**src/design/assl_pkg.sv**
```systemverilog
// Shared constants for the alarm, status and service request block
package assl_pkg;
	// Register width
	localparam int          REG_W          = 16;
	// Alarm register bit positions
	localparam int          ALM_JSYNC_BIT  = 0;
	localparam int          ALM_UNAV_BIT   = 1;
	localparam int          ALM_SYNTH_BIT  = 2;
	localparam int          ALM_INDSIG_BIT = 3;
	localparam int          ALM_BITERR_BIT = 4;
	localparam int          ALM_CODERR_BIT = 5;
	localparam int          ALM_PSYNC_BIT  = 6;
	localparam int          ALM_JHIT_BIT   = 7;
	localparam int          ALM_POWER_BIT  = 8;
	localparam int          ALM_TXCLK_BIT  = 9;
	localparam int          ALM_RXCLK_BIT  = 10;
	localparam int          ALM_RXDAT_BIT  = 11;
	localparam int          ALM_LIMIT_BIT  = 12;
	// Primary status bit positions driven by this block
	localparam int          STA_REQ_BIT    = 6;
	localparam int          STA_CHG_BIT    = 9;
	// Reset values and fixed masks
	localparam logic [15:0] MASK_RST       = 16'h0000;
	localparam logic [15:0] ALARM_RST      = 16'h0000;
	localparam logic [15:0] ALL_ONES       = 16'hFFFF;
	localparam logic [15:0] ALARM_USED     = 16'h1FFF;
	// Mask command argument kinds
	typedef enum logic [1:0] {
		ASSL_MASK_VALUE = 2'b00,
		ASSL_MASK_NAME  = 2'b01,
		ASSL_MASK_ON    = 2'b10,
		ASSL_MASK_OFF   = 2'b11
	} assl_mask_op_t;
endpackage : assl_pkg

```
**src/design/assl_alarm_reg.sv**
```systemverilog
// Live alarm register built from synchronised alarm conditions
`timescale 1ns/1ns
module assl_alarm_reg (
	input  wire logic        clk,
	input  wire logic        resetn,
	input  wire logic [15:0] alarm_raw,
	input  wire logic        gating_start,
	input  wire logic        gating_active,
	input  wire logic        scan_at_max,
	input  wire logic        scan_at_min,
	output logic      [15:0] live_alarm_flags
);
	logic [15:0] sync1_reg;    // First stage, read only by stage two
	logic [15:0] sync2_reg;    // Safe copy of the raw conditions
	logic [1:0]  scan_s1_reg;  // Scan limit first stage
	logic [1:0]  scan_s2_reg;  // Scan limit second stage
	logic        unav_reg;     // Unavailability with history
	logic        power_reg;    // Power loss history
	logic        limit_reg;    // Scan extremity flag
	logic [15:0] live_next;    // Next register image

	// Two-flop synchroniser on every alarm input from the pins
	always_ff @(posedge clk or negedge resetn) begin
		if (!resetn) begin
			sync1_reg   <= assl_pkg::ALARM_RST;
			sync2_reg   <= assl_pkg::ALARM_RST;
			scan_s1_reg <= 2'h0;
			scan_s2_reg <= 2'h0;
		end else begin
			sync1_reg   <= alarm_raw;
			sync2_reg   <= sync1_reg;
			scan_s1_reg <= {scan_at_max, scan_at_min};
			scan_s2_reg <= scan_s1_reg;
		end
	end

	// History bits: cleared at gating start, set only while gating
	always_ff @(posedge clk or negedge resetn) begin
		if (!resetn) begin
			unav_reg  <= 1'b0;
			power_reg <= 1'b0;
		end else if (gating_start) begin
			unav_reg  <= 1'b0;
			power_reg <= 1'b0;
		end else if (gating_active) begin
			// Set-only during gating; value stays as history afterwards
			if (sync2_reg[assl_pkg::ALM_UNAV_BIT]) begin
				unav_reg <= 1'b1;
			end
			if (sync2_reg[assl_pkg::ALM_POWER_BIT]) begin
				power_reg <= 1'b1;
			end
		end
	end

	// Scan limit: set at maximum, cleared at minimum, max wins on a tie
	always_ff @(posedge clk or negedge resetn) begin
		if (!resetn) begin
			limit_reg <= 1'b0;
		end else if (scan_s2_reg[1]) begin
			limit_reg <= 1'b1;
		end else if (scan_s2_reg[0]) begin
			limit_reg <= 1'b0;
		end
	end

	// Live bits pass straight through; unused bits forced to zero
	always_comb begin
		live_next = sync2_reg & assl_pkg::ALARM_USED;
		live_next[assl_pkg::ALM_UNAV_BIT]  = unav_reg;
		live_next[assl_pkg::ALM_POWER_BIT] = power_reg;
		live_next[assl_pkg::ALM_LIMIT_BIT] = limit_reg;
		live_next[15:13] = 3'h0;
	end

	// Registered output image
	always_ff @(posedge clk or negedge resetn) begin
		if (!resetn) begin
			live_alarm_flags <= assl_pkg::ALARM_RST;
		end else begin
			live_alarm_flags <= live_next;
		end
	end

	a_unused_zero: assert property (@(posedge clk) disable iff (!resetn)
		live_alarm_flags[15:13] == 3'h0)
		else $error("unused alarm bits not zero");
	a_live_follow: assert property (@(posedge clk) disable iff (!resetn)
		$rose(sync2_reg[assl_pkg::ALM_BITERR_BIT])
		|=> live_alarm_flags[assl_pkg::ALM_BITERR_BIT])
		else $error("bit error alarm did not follow");
	a_power_hist_clear: assert property (@(posedge clk) disable iff (!resetn)
		gating_start |=> ##1 !live_alarm_flags[assl_pkg::ALM_POWER_BIT])
		else $error("power loss history not cleared");
	a_scan_limit_hold: assert property (@(posedge clk) disable iff (!resetn)
		(limit_reg && !scan_s2_reg[0]) |=> limit_reg)
		else $error("scan limit flag dropped early");
endmodule : assl_alarm_reg

```
**src/design/assl_status_srq.sv**
```systemverilog
// Primary status, service request mask and alarm change logic
`timescale 1ns/1ns
// What this block does
// Status query returns whole status register
// Masked status bit rising raises request
// Sixteen mask bits gate sixteen status bits; here status bit 6 never requests, so only fifteen are gated
// Mask command takes value or bit name
// ON sets all mask bits, OFF clears
// Alarm register shows live indicator state
// Bit 0 while jitter sync lost
// Bit 1 unavailability, history after gating
// Bit 2 while synthesizer unlocked
// Bit 3 while alarm indication detected
// Bit 4 while bit errors present
// Bit 5 while code errors present
// Bit 6 pattern sync loss
// Bit 7 on any jitter hit
// Bit 8 power loss history per gating
// Bit 9 while transmit clock missing
// Bit 10 while receive clock idle
// Bit 11 while receive data idle
// Bit 12 set at scan max, cleared min
// Alarm bits 13 to 15 read zero
// Status bit 9 on masked alarm change
// Status bit 6 set on each request
// Request mask resets to all zeros
module assl_status_srq (
	input  wire logic                   clk,
	input  wire logic                   resetn,
	input  wire logic [15:0]            alarm_raw,
	input  wire logic                   gating_start,
	input  wire logic                   gating_active,
	input  wire logic                   scan_at_max,
	input  wire logic                   scan_at_min,
	input  wire logic [15:0]            other_status,
	input  wire logic                   request_mask_command,
	input  wire assl_pkg::assl_mask_op_t mask_op,
	input  wire logic [15:0]            mask_value,
	input  wire logic [3:0]             mask_bit_name,
	input  wire logic                   alarm_mask_write,
	input  wire logic [15:0]            alarm_mask_value,
	input  wire logic                   primary_status_query,
	input  wire logic                   alarm_query,
	input  wire logic                   serial_poll,
	input  wire logic                   status_byte_query,
	input  wire logic                   clear_cmd,
	output logic      [15:0]            status_reply,
	output logic                        status_reply_valid,
	output logic      [15:0]            live_alarm_flags,
	output logic      [15:0]            alarm_reply,
	output logic                        alarm_reply_valid,
	output logic      [15:0]            request_mask_reg,
	output logic                        srq_n
);
	logic [15:0] alarm_mask_reg;     // Alarm mask steering alarm change
	logic [15:0] alarm_prev_reg;     // Last alarm image for change detect
	logic        alarm_change_flag;  // Sticky status bit 9
	logic        srq_flag_reg;       // Sticky status bit 6
	logic [15:0] status_now;         // Assembled primary status
	logic [15:0] status_prev_reg;    // Previous status for rise detect
	logic [15:0] rise_masked;        // Masked newly-set status bits
	logic        srq_event;          // A request is generated this cycle
	logic        alarm_change_evt;   // Masked alarm bit changed
	logic        srq_clear;          // Any clear of the request bit
	logic        chg_clear;          // Any clear of the alarm change bit
	logic [15:0] mask_next;          // Next request mask value

	// Bit-name decode to one-hot; shared by the mask command path
	function automatic logic [15:0] name_to_mask(input logic [3:0] idx);
		name_to_mask = 16'h0001 << idx;
	endfunction : name_to_mask

	// Live alarm register
	assl_alarm_reg u_alarm (
		.clk              (clk),
		.resetn           (resetn),
		.alarm_raw        (alarm_raw),
		.gating_start     (gating_start),
		.gating_active    (gating_active),
		.scan_at_max      (scan_at_max),
		.scan_at_min      (scan_at_min),
		.live_alarm_flags (live_alarm_flags)
	);

	// Mask command argument decode
	always_comb begin
		case (mask_op)
			assl_pkg::ASSL_MASK_VALUE: begin
				mask_next = mask_value;
			end
			assl_pkg::ASSL_MASK_NAME: begin
				// A name selects its bit alone, like the matching weight
				mask_next = name_to_mask(mask_bit_name);
			end
			assl_pkg::ASSL_MASK_ON: begin
				mask_next = assl_pkg::ALL_ONES;
			end
			assl_pkg::ASSL_MASK_OFF: begin
				mask_next = assl_pkg::MASK_RST;
			end
			default: begin
				mask_next = request_mask_reg;
			end
		endcase
	end

	// Service request mask; zero after reset so nothing fires early
	always_ff @(posedge clk or negedge resetn) begin
		if (!resetn) begin
			request_mask_reg <= assl_pkg::MASK_RST;
		end else if (request_mask_command) begin
			request_mask_reg <= mask_next;
		end
	end

	// Alarm mask, written by its own command
	always_ff @(posedge clk or negedge resetn) begin
		if (!resetn) begin
			alarm_mask_reg <= assl_pkg::MASK_RST;
		end else if (alarm_mask_write) begin
			alarm_mask_reg <= alarm_mask_value;
		end
	end

	// Alarm change detect against the previous image
	always_ff @(posedge clk or negedge resetn) begin
		if (!resetn) begin
			alarm_prev_reg <= assl_pkg::ALARM_RST;
		end else begin
			alarm_prev_reg <= live_alarm_flags;
		end
	end

	assign alarm_change_evt = |((alarm_prev_reg ^ live_alarm_flags) & alarm_mask_reg);
	assign chg_clear        = alarm_query | clear_cmd;
	assign srq_clear        = serial_poll | status_byte_query | clear_cmd;

	// Alarm change flag; a new change wins over a clear in the same cycle
	always_ff @(posedge clk or negedge resetn) begin
		if (!resetn) begin
			alarm_change_flag <= 1'b0;
		end else if (alarm_change_evt) begin
			alarm_change_flag <= 1'b1;
		end else if (chg_clear) begin
			alarm_change_flag <= 1'b0;
		end
	end

	// Assemble the primary status from outside bits and local flags
	always_comb begin
		status_now = other_status;
		status_now[assl_pkg::STA_CHG_BIT] = alarm_change_flag;
		status_now[assl_pkg::STA_REQ_BIT] = srq_flag_reg;
	end

	// Previous status image for rising-edge detection
	always_ff @(posedge clk or negedge resetn) begin
		if (!resetn) begin
			status_prev_reg <= 16'h0000;
		end else begin
			status_prev_reg <= status_now;
		end
	end

	// Only bits that newly become set and are enabled may request;
	// the request bit itself is excluded so it cannot retrigger.
	always_comb begin
		rise_masked = status_now & ~status_prev_reg & request_mask_reg;
		rise_masked[assl_pkg::STA_REQ_BIT] = 1'b0;
	end
	assign srq_event = |rise_masked;

	// Request flag; generation wins over a clear in the same cycle
	always_ff @(posedge clk or negedge resetn) begin
		if (!resetn) begin
			srq_flag_reg <= 1'b0;
		end else if (srq_event) begin
			srq_flag_reg <= 1'b1;
		end else if (srq_clear) begin
			srq_flag_reg <= 1'b0;
		end
	end

	// Request line follows the flag, active low toward the bus
	assign srq_n = ~srq_flag_reg;

	// Query replies: whole registers, captured for one cycle
	always_ff @(posedge clk or negedge resetn) begin
		if (!resetn) begin
			status_reply       <= 16'h0000;
			status_reply_valid <= 1'b0;
			alarm_reply        <= assl_pkg::ALARM_RST;
			alarm_reply_valid  <= 1'b0;
		end else begin
			status_reply_valid <= primary_status_query;
			alarm_reply_valid  <= alarm_query;
			if (primary_status_query) begin
				status_reply <= status_now;
			end
			if (alarm_query) begin
				alarm_reply <= live_alarm_flags;
			end
		end
	end

	a_query_whole: assert property (@(posedge clk) disable iff (!resetn)
		primary_status_query |=> (status_reply_valid && status_reply == $past(status_now)))
		else $error("status reply not the whole register");
	a_srq_raise: assert property (@(posedge clk) disable iff (!resetn)
		srq_event |=> (srq_flag_reg && !srq_n))
		else $error("request not raised");
	a_mask_block: assert property (@(posedge clk) disable iff (!resetn)
		(request_mask_reg == 16'h0000) |-> !srq_event)
		else $error("request with empty mask");
	a_mask_on: assert property (@(posedge clk) disable iff (!resetn)
		(request_mask_command && mask_op == assl_pkg::ASSL_MASK_ON)
		|=> request_mask_reg == 16'hFFFF)
		else $error("mask ON failed");
	a_mask_name: assert property (@(posedge clk) disable iff (!resetn)
		(request_mask_command && mask_op == assl_pkg::ASSL_MASK_NAME)
		|=> $onehot(request_mask_reg))
		else $error("named mask not one bit");
	a_change_set: assert property (@(posedge clk) disable iff (!resetn)
		alarm_change_evt |=> alarm_change_flag)
		else $error("alarm change not flagged");
	a_request_clear: assert property (@(posedge clk) disable iff (!resetn)
		(serial_poll && !srq_event) |=> !srq_flag_reg ##0 srq_n)
		else $error("serial poll did not clear request");

	c_srq_seen: cover property (@(posedge clk) disable iff (!resetn) srq_event);
	c_alarm_srq: cover property (@(posedge clk) disable iff (!resetn)
		alarm_change_evt ##[1:3] srq_event);
	c_poll_clear: cover property (@(posedge clk) disable iff (!resetn)
		srq_flag_reg ##1 serial_poll ##1 srq_n);
endmodule : assl_status_srq

```
**config.mk**
```make
export PLATFORM = sky130hd
export DESIGN_NAME = assl_status_srq
export DESIGN_NICKNAME = d
export VERILOG_FILES = /design/src/design/assl_pkg.sv /design/src/design/assl_alarm_reg.sv /design/src/design/assl_status_srq.sv
export SDC_FILE = /design/constraint.sdc
export NUM_CORES = 1
export LEC_CHECK = 0
export BUFFER_PORTS_ARGS = -buffer_cell sky130_fd_sc_hd__buf_2
export CORE_MARGIN = 1
export CORE_UTILIZATION = 47
export CTS_BUF_LIST = sky130_fd_sc_hd__clkbuf_8 sky130_fd_sc_hd__clkbuf_16
export DETAILED_ROUTE_END_ITERATION = 12
export MAX_ROUTING_LAYER = met4
export PLACE_DENSITY = 0.75
export SETUP_SLACK_MARGIN = 0.15
export SLEW_MARGIN = 10
export SYNTH_ARGS = -nofsm -noshare
export SYNTH_HDL_FRONTEND = slang
export SYNTH_SLANG_ARGS = --single-unit
export TNS_END_PERCENT = 20
```
**constraint.sdc**
```tcl
create_clock -name clk -period 1.3 [get_ports clk]
set_input_delay 0.195 -clock clk [delete_from_list [all_inputs] [get_ports clk]]
set_output_delay 0.195 -clock clk [all_outputs]
set_load 0.02 [all_outputs]
```
==> results of run 1 <==
-- Yosys cell counts, drive strengths merged --
cell,number
buf,14
nor3,1
dfrtp,134
o311ai,1
nand2,17
xor2,13
o32a,2
o21ai,2
mux2,42
and4,1
a21oi,8
nor2,31
a31oi,4
clkbuf,3
nand4,2
and4bb,1
o221ai,8
nor4,1
o21bai,2
o21a,8
inv,3
o22ai,7
a21o,1
nand4b,1
nor3b,1
nand2b,5
a22oi,7
conb,1
-- area by class of cell --
cell class | instances | area [um^2] | share of cell area [%]
Sequential cell | 134 | 3360 | 47.3
Clock buffer | 20 | 455 | 6.41
Inverter | 3 | 11.3 | 0.159
Tap cell | 133 | 166 | 2.34
Clock inverter | 12 | 128 | 1.80
Timing Repair Buffer | 202 | 1710 | 24.1
Antenna cell | 1 | 2.50 | 0.0352
Multi-Input combinational cell | 172 | 1270 | 17.9
-- cell families (layout without fill, tap and decap cells) --
| kind of cell | count (synthesis) | count (layout) | synth area share, % |
|---|---|---|---|
| compound gates | 50 | 50 | 7.59 |
| xor+xnor | 13 | 13 | 2.42 |
| buf+inv | 20 | 237 | 2.42 |
| flops | 134 | 134 | 71.3 |
| mux | 42 | 42 | 10.1 |
| other cells | 1 | 7 | 0.0798 |
| simple gates | 61 | 61 | 6.10 |
-- through the flow --
| stage | hold slack, ns | cell area, um^2 |
|---|---|---|
| floorplan | -0.101 | 4720 |
| CTS | 0.00981 | 7020 |
| finish | 0.0298 | 7100 |
| detailed placement | 0.0987 | 5560 |
| global route | 0.0284 | 7100 |
| global placement | 0.0946 | 5560 |
-- final timing paths --
| check | startpoint | to | cells after the start |
|---|---|---|---|
| setup / recovery | u_alarm.live_alarm_flags[7]$_DFF_PN0_ | alarm_change_flag$_DFFE_PN0P_ | 4 |
| hold reg to reg | u_alarm.sync2_reg[4]$_DFF_PN0_ | u_alarm.live_alarm_flags[4]$_DFF_PN0_ | 0 |
| setup reg to reg | u_alarm.live_alarm_flags[7]$_DFF_PN0_ | alarm_change_flag$_DFFE_PN0P_ | 4 |
| max in group asynchronous | resetn | u_alarm.live_alarm_flags[7]$_DFF_PN0_ | 3 |
| hold / removal | mask_value[6] | request_mask_reg[6]$_DFFE_PN0P_ | 3 |
| min in group asynchronous | resetn | alarm_reply[9]$_DFFE_PN0P_ | 2 |
-- what timing repair did --
action,4_1_cts,5_1_grt
hold buffers,46,0
endpoints found under the setup margin,62,63
setup buffers,11,4
resized for setup,109,14
pin swaps,3,8
endpoints found under the hold margin,193,0
-- where the power goes --
group	total, mW	leakage (nW)	internal (mW)	switching [mW]
sequential	4.69	1.55	4.48	0.212
combinational	1.50	1.44	0.782	0.718
clock	4.61	0.279	2.87	1.74
total	10.8	3.27	8.14	2.67
-- per-layer routing --
layer / wire [um] / part of all wire (%) / track usage [%] / vias up
met2: 6180 / 54 / 41.7 / 108
met4: 298 / 2.6 / 10.7 / 0
met5: 0 / 0 / - / -
met1: 4560 / 40 / 26.7 / 1708
met3: 386 / 3.4 / 5.27 / 26
li1: - / - / - / 1535
-- critical path: cells and delay by family (launching register included) --
kind / cells / cell delay (ns)
flip-flops: 1 / 0.44
AND/OR/NAND/NOR: 2 / 0.37
AO/OA/AOI/OAI: 1 / 0.21
XOR/XNOR: 1 / 0.15
==> flow_summary.json, run 1 <==
{
  "hold_path_class": "in2reg",
  "synth.top_cell.area_share_pct": 71.3,
  "die_area_um2": 10400,
  "worstPathRequired_ns": 1.68,
  "fin_skew_ns": 0.00747,
  "antenna_left": 0,
  "critPathArrivalTime_ns": 1.69,
  "antenna_found_initial": 1,
  "cts-root-buf": "clkbuf_8",
  "areaGrowthSynthToFinish_pct": 51.1,
  "fillCellCount": 623,
  "place_hpwl_mm": 6.83,
  "nets": 613,
  "die_w_um": 102,
  "io_pins": 150,
  "finalSetupViolCount": 1,
  "total_power_mw": 10.8,
  "num_vias": 3377,
  "crit_chain": "xor2_1, a22oi_1, and4_1, nand4_1",
  "cts_tree": "done",
  "synth_cell_types": 32,
  "cts.path.max_buffers": 2,
  "core_region_area_um2": 9730,
  "cp_max_fo": 4,
  "grt_pass1_vias": 3589,
  "drv_slew": 0,
  "std_cell_rows": 36,
  "instances_no_fill": 677,
  "rsz0062_at_grt": "true",
  "grt_usage_pct": 24.1,
  "grt_pass1_wl_mm": 17.5,
  "syn_avg_cell_area_um2": 14.6,
  "finalSetupTns_ns": -0.00214,
  "htreeDepth": 4,
  "ys_seq_area_share_pct": 71.3,
  "final_common_cell": "dfrtp_1",
  "p_leak_nw": 3.27,
  "cp_slowest_stage_delay_ns": 0.44,
  "grt-ovfl-total": 0,
  "worstSetupPathType": "reg2reg",
  "wl_per_cell_um": 16.9,
  "die_y_um": 102,
  "p_per_area_nw_per_um2": 1520,
  "first_pass_iters": 4,
  "fmax_mhz": 768,
  "yosys_warnings": 0,
  "drive_gt1_share_pct": 44.4,
  "max_cap_violations": 0,
  "first_iter_violations": 118,
  "start_util_pct": 48.3,
  "start_kind": "flop",
  "grt_max_degree": 40,
  "ir_drop_mv": 0.762,
  "drc": 0,
  "vias_per_cell": 4.99,
  "rrSetupSlack_ns": -0.002,
  "synth_area_leaders": "dfrtp_1 (71%), mux2_2 (10%), nor2_1 (2.5%), xor2_1 (2.4%), o221ai_1 (1.5%)",
  "portBuffers": 134,
  "clkTransAtPathRegs_ns": 0.06,
  "outcome": "complete, but fails checks",
  "fin_ws_ns": -0.00214,
  "syn-cell-area_um2": 4700,
  "yosys.area.top_type": "dfrtp_1",
  "clk-insertion-delay-late_ns": 0.52,
  "cp_slowest_cell": "dfrtp_2",
  "final_core_util_pct": 73.0,
  "cts_made_buffers": 17,
  "dp_cells": 583,
  "ys_ff_latch": 134,
  "violations": "setup timing",
  "gp_congestion": 0.947,
  "postRouteWirelength_mm": 11.4,
  "pre_cts_slack_ns": 0.0707,
  "end_kind": "flop",
  "most-common-layout-cells": "dfrtp_1 (130), buf_2 (74), buf_6 (60)",
  "syn_inst": 321,
  "cts.sinks": 134,
  "hold_viol_final": 0,
  "post-route-period-util_pct": 100,
  "fin_crit_ns": 1.30
}
(Power assumes the default switching activity.)
==> inputs of run 2 (changes only) <==
==> constraint.sdc (replaced) <==
create_clock -name clk -period 1.6 [get_ports clk]
set_input_delay 0.24 -clock clk [delete_from_list [all_inputs] [get_ports clk]]
set_output_delay 0.24 -clock clk [all_outputs]
set_load 0.02 [all_outputs]
==> run 2 against run 1 <==
- the flow now finishes without violations
- power decreased by 21%
- flip-flop and latch count stayed put
- first-iteration DRC count shrank 31%
==> flow_summary.json, run 2 (synthesis gave the netlist of run 1 again) <==
{
  "path_delay_family": "flip-flops",
  "io_pins": 150,
  "first_pass_iters": 6,
  "clk-insertion-delay-late_ns": 0.51,
  "p_sw_mw": 2.13,
  "grt_usage_pct": 21.5,
  "cts.sinks": 134,
  "antenna_found_initial": 0,
  "portBuffers": 134,
  "die_area_um2": 10400,
  "final_core_util_pct": 67.4,
  "postRouteWirelength_mm": 10.0,
  "vias_per_cell": 4.82,
  "wl_per_cell_um": 15.3,
  "power_frac_clock_pct": 44.7,
  "cts_made_buffers": 17,
  "cp_slowest_cell": "dfrtp_1",
  "drive_gt1_share_pct": 41.4,
  "fin_skew_ns": 0.0105,
  "cts-root-buf": "clkbuf_8",
  "crit_chain": "buf_2",
  "hold_viol_final": 0,
  "worstPathRequired_ns": 1.36,
  "finalSetupViolCount": 0,
  "cp_slowest_stage_delay_ns": 0.43,
  "switching_share_pct": 24.8,
  "end_kind": "primary output",
  "fmax_mhz": 720,
  "most-common-layout-cells": "dfrtp_1 (134), buf_2 (133), dlygate4sd3_1 (44)",
  "p_leak_nw": 3.07,
  "combPwrFrac_pct": 11.3,
  "finalSetupTns_ns": 0,
  "num_vias": 3167,
  "grt_pass1_wl_mm": 15.8,
  "critPathArrivalTime_ns": 1.15,
  "outcome": "finished clean",
  "std_cell_rows": 36,
  "drc": 0,
  "cp_max_fo": 4,
  "grt-ovfl-total": 0,
  "max_cap_violations": 0,
  "start_util_pct": 48.3,
  "antenna_left": 0,
  "power.internal_mw": 6.46,
  "rsz0062_at_grt": "false",
  "ir_drop_mv": 0.755,
  "p_per_area_nw_per_um2": 1310,
  "worstSetupPathType": "reg2out",
  "core_region_area_um2": 9730,
  "gp_congestion": 0.864,
  "start_kind": "flop",
  "die_y_um": 102,
  "htreeDepth": 4,
  "final_common_cell": "dfrtp_1",
  "areaGrowthSynthToFinish_pct": 39.6,
  "nets": 595,
  "grt_pass1_vias": 3260,
  "clkTransAtPathRegs_ns": 0.06,
  "drv_slew": 0,
  "p_seq_share_pct": 44.0,
  "first_iter_violations": 81,
  "post-route-period-util_pct": 86.8,
  "place_hpwl_mm": 6.75,
  "fin_crit_ns": 1.39,
  "cts.path.max_buffers": 2,
  "hold_path_class": "in2reg",
  "die_w_um": 102,
  "grt_max_degree": 41,
  "cts_tree": "done",
  "postCtsSetupBuffers": 0,
  "cp_num_buf_inv": 1,
  "diodes": 0
}
==> run 2: final timing paths <==
path,from,slack (ns),endpoint,cells past startpoint
min in group asynchronous,resetn,0.23,alarm_mask_reg[12]$_DFFE_PN0P_,2
worst min-delay path,gating_active,0.03,u_alarm.power_reg$_DFFE_PN0P_,3
max in group asynchronous,resetn,0.81,srq_flag_reg$_DFFE_PN0P_,3
worst min register to register,u_alarm.sync1_reg[3]$_DFF_PN0_,0.34,u_alarm.sync2_reg[3]$_DFF_PN0_,0
worst max-delay path,u_alarm.live_alarm_flags[1]$_DFF_PN0_,0.21,live_alarm_flags[1],1
worst max register to register,u_alarm.live_alarm_flags[9]$_DFF_PN0_,0.28,alarm_change_flag$_DFFE_PN0P_,4
==> run 2: through the flow <==
| stage | hold slack [ns] | cell area [um^2] | worst slack (ns) | instances | power, mW |
|---|---|---|---|---|---|
| 6_report | 0.0286 | 6560 | 0.211 | 657 | 8.58 |
| 5_1_grt | 0.0322 | 6560 | 0.171 | 657 | 8.92 |
| 4_1_cts | 0.0156 | 6560 | 0.196 | 657 | 8.67 |
| 3_5_place_dp | 0.179 | 5530 | 0.187 | 582 | 4.73 |
| 3_3_place_gp | 0.180 | 5530 | 0.214 | 582 | 4.69 |
| 2_1_floorplan | -0.0556 | 4720 | 0.410 | 326 | 4.31 |
==> run 2: power groups by stage <==
stage,sequential [mW],clock [mW],combinational (mW)
finish,3.78,3.84,0.967
detailed placement,3.84,0,0.890
global route,3.81,4.05,1.06
global placement,3.82,0,0.870
CTS,3.78,3.90,0.980
floorplan,3.98,0,0.327
==> run 2: timing repair <==
item,in CTS,in global routing
setup endpoints to repair,0,0
gates resized for setup,0,0
endpoints found under the hold margin,145,0
hold buffers,44,0
==> run 2: tightest hold or removal path, cell delays in order <==
cell	delay [ns]
buf_2	0.09
a21oi_1	0.05
nor2_1	0.11
==> run 2: metal layers <==
metal | GRT usage [%] | part of all wire, %
met3 | 4.86 | 3.5
met2 | 35.1 | 52
met5 | - | 0
met4 | 7.69 | 1.5
met1 | 26.5 | 43
==> run 2: layout make-up <==
class                   instances  area, um^2
fillers                       741        3170
multi-input cells             172        1250
clock buffers                  17         414
well taps                     133         166
flip-flops and latches        134        3350
repair buffers                184        1190
clock inverters                14         175
inverters                       3        11.3
==> inputs of run 3 (changes only) <==
--- a/config.mk
+++ b/config.mk
@@ -5,13 +5,14 @@
 export SDC_FILE = /design/constraint.sdc
 export NUM_CORES = 1
 export LEC_CHECK = 0
+export ABC_AREA = 1
 export BUFFER_PORTS_ARGS = -buffer_cell sky130_fd_sc_hd__buf_2
 export CORE_MARGIN = 1
 export CORE_UTILIZATION = 47
 export CTS_BUF_LIST = sky130_fd_sc_hd__clkbuf_8 sky130_fd_sc_hd__clkbuf_16
 export DETAILED_ROUTE_END_ITERATION = 12
 export MAX_ROUTING_LAYER = met4
-export PLACE_DENSITY = 0.75
+export PLACE_DENSITY = 0.74
 export SETUP_SLACK_MARGIN = 0.15
 export SLEW_MARGIN = 10
 export SYNTH_ARGS = -nofsm -noshare
==> run 3 against run 2 <==
- worst setup slack improved by 0.019 ns
- largest cell class unchanged
- clock skew fell by 0.0047 ns
- non-clock buffer count rose by 15
- clock power rose by 4%
- critical path depth did not move
==> flow_summary.json, run 3 <==
{
  "portBuffers": 134,
  "most-common-layout-cells": "dfrtp_1 (134), buf_2 (133), nand2_1 (94)",
  "synth_area_leaders": "dfrtp_1 (70%), nand2_1 (7.3%), mux2_2 (6.3%), nor2_1 (3.0%), nand3b_1 (2.3%)",
  "grt_pass1_vias": 3777,
  "synth_cell_types": 21,
  "diodes": 0,
  "hold_viol_final": 0,
  "grt-ovfl-total": 0,
  "grt_pass1_wl_mm": 17.6,
  "final_core_util_pct": 69.4,
  "combPwrFrac_pct": 11.5,
  "io_pins": 150,
  "first_pass_iters": 4,
  "hp-start": "mask_value[6]",
  "synth_ff_type": "dfrtp_1",
  "std_cell_rows": 36,
  "ys_async_sr_fraction_pct": 100,
  "hold_path_class": "in2reg",
  "start_kind": "flop",
  "synth.top_cell.area_share_pct": 69.7,
  "post-route-period-util_pct": 85.6,
  "ys_ff_latch": 134,
  "holdBufCountCts": 57,
  "htreeDepth": 4,
  "switching_share_pct": 25.5,
  "cts.sinks": 134,
  "wl_per_cell_um": 14.7,
  "cp_slowest_cell": "dfrtp_1",
  "worstSetupPathType": "reg2out",
  "p_leak_nw": 3.35,
  "post_cts_resized": 0,
  "drv_slew": 0,
  "synth_edf_count": 0,
  "syn_avg_cell_area_um2": 11.8,
  "cp_max_fo": 5,
  "cts_made_buffers": 17,
  "nets": 698,
  "vias_per_cell": 4.89,
  "rr_startpoint": "u_alarm.power_reg$_DFFE_PN0P_",
  "max_cap_violations": 0,
  "postCtsSetupBuffers": 0,
  "power.internal_mw": 6.53,
  "yosys_warnings": 0,
  "p_per_area_nw_per_um2": 1280,
  "grt_usage_pct": 23.2,
  "die_area_um2": 10600,
  "p_seq_share_pct": 43.1,
  "die_w_um": 103,
  "clk-insertion-delay-late_ns": 0.51,
  "worstPathRequired_ns": 1.36,
  "ir_drop_mv": 0.763,
  "synth.top_cells.by_count": "dfrtp_1 (134), nand2_1 (94), nor2_1 (39)",
  "outcome": "finished clean",
  "yosys.area.top_type": "dfrtp_1",
  "reg2reg_to": "u_alarm.power_reg$_DFFE_PN0P_",
  "final_common_cell": "dfrtp_1",
  "path_delay_family": "flip-flops",
  "rrSetupSlack_ns": 0.32,
  "pre_cts_slack_ns": 0.441,
  "crit_chain": "buf_2",
  "whs_endpoint": "request_mask_reg[6]$_DFFE_PN0P_",
  "postRouteWirelength_mm": 11.2,
  "die_y_um": 103,
  "start_util_pct": 48.8,
  "power_frac_clock_pct": 45.4,
  "syn-cell-area_um2": 4810,
  "antenna_left": 0,
  "clkTransAtPathRegs_ns": 0.06,
  "gp_congestion": 0.912,
  "end_kind": "primary output",
  "critPathArrivalTime_ns": 1.13,
  "reg2regPathDepth": 3,
  "cts-root-buf": "clkbuf_8",
  "fin_ws_ns": 0.230,
  "fin_crit_ns": 1.37,
  "drc": 0,
  "antenna_found_initial": 0,
  "holdPathStages": 3,
  "fin_skew_ns": 0.00584,
  "fmax_mhz": 730,
  "finalSetupViolCount": 0,
  "first_iter_violations": 103,
  "rsz0062_at_grt": "false",
  "finalSetupTns_ns": 0,
  "areaGrowthSynthToFinish_pct": 42.3,
  "num_vias": 3722,
  "syn_inst": 408,
  "cp_slowest_stage_delay_ns": 0.42,
  "grt_max_degree": 43,
  "drive_gt1_share_pct": 32.8,
  "ys_seq_area_share_pct": 69.7,
  "cts_tree": "done",
  "yosysMostFrequentCell": "dfrtp_1",
  "cts.path.max_buffers": 2,
  "place_hpwl_mm": 7.14,
  "cp_num_buf_inv": 1,
  "p_sw_mw": 2.24,
  "core_region_area_um2": 9860
}
[run 3: kinds of logic after synthesis]
group	synth area share [%]
buffers and inverters	4.53
other	0.0779
and+or+nand+nor	15.5
DFF	69.7
muxes	6.32
AOI/OAI and AO/OA	3.90
[run 3: how the worst max path moves through the flow]
stage,startpoint,end,slack (ns),cells past startpoint
2_1_floorplan,u_alarm.live_alarm_flags[8]$_DFF_PN0_,alarm_change_flag$_DFFE_PN0P_,0.58,7
3_3_place_gp,mask_op[0],request_mask_reg[12]$_DFFE_PN0P_,0.48,4
3_5_place_dp,mask_op[0],request_mask_reg[1]$_DFFE_PN0P_,0.44,4
4_1_cts,srq_flag_reg$_DFFE_PN0P_,srq_n,0.20,2
5_1_grt,srq_flag_reg$_DFFE_PN0P_,srq_n,0.17,2
6_report,u_alarm.live_alarm_flags[7]$_DFF_PN0_,live_alarm_flags[7],0.23,1
[run 3: per-layer routing]
metal / wire length, um / part of all wire (%) / vias up / global-route usage, %
met5: 0 / 0 / - / -
met4: 191 / 1.7 / 0 / 8.78
met3: 623 / 5.6 / 20 / 4.77
met2: 5740 / 51 / 169 / 40.4
met1: 4670 / 42 / 1804 / 26.5
li1: - / - / 1729 / -
[run 3: power groups by stage]
| stage | registers [mW] | clock network (mW) | logic (mW) |
|---|---|---|---|
| 6_report | 3.78 | 3.98 | 1.01 |
| 5_1_grt | 3.80 | 4.21 | 1.11 |
| 4_1_cts | 3.78 | 4.06 | 1.01 |
| 3_5_place_dp | 3.83 | 0 | 0.894 |
| 3_3_place_gp | 3.82 | 0 | 0.872 |
| 2_1_floorplan | 3.97 | 0 | 0.330 |
[run 3: worst min-delay path: stages]
cell and delay, ns:
buf_2 0.10, nand2_1 0.07, a31oi_1 0.09
[run 3: cell type report]
cell class	count	area, um^2
clock buffer	18	428
fill	672	3020
tap	133	166
clock inverter	14	190
sequential	134	3350
timing repair buffer	199	1350
inverter	28	105
multi-input combinational	235	1260
[run 3: through the flow]
step / power [mW] / std cells / cell area, um^2 / hold WS (ns)
3_3_place_gp: 4.69 / 672 / 5660 / 0.184
5_1_grt: 9.12 / 761 / 6850 / 0.0194
4_1_cts: 8.84 / 761 / 6850 / 0.00112
6_report: 8.77 / 761 / 6850 / 0.0313
3_5_place_dp: 4.73 / 672 / 5660 / 0.188
2_1_floorplan: 4.30 / 413 / 4830 / -0.0556
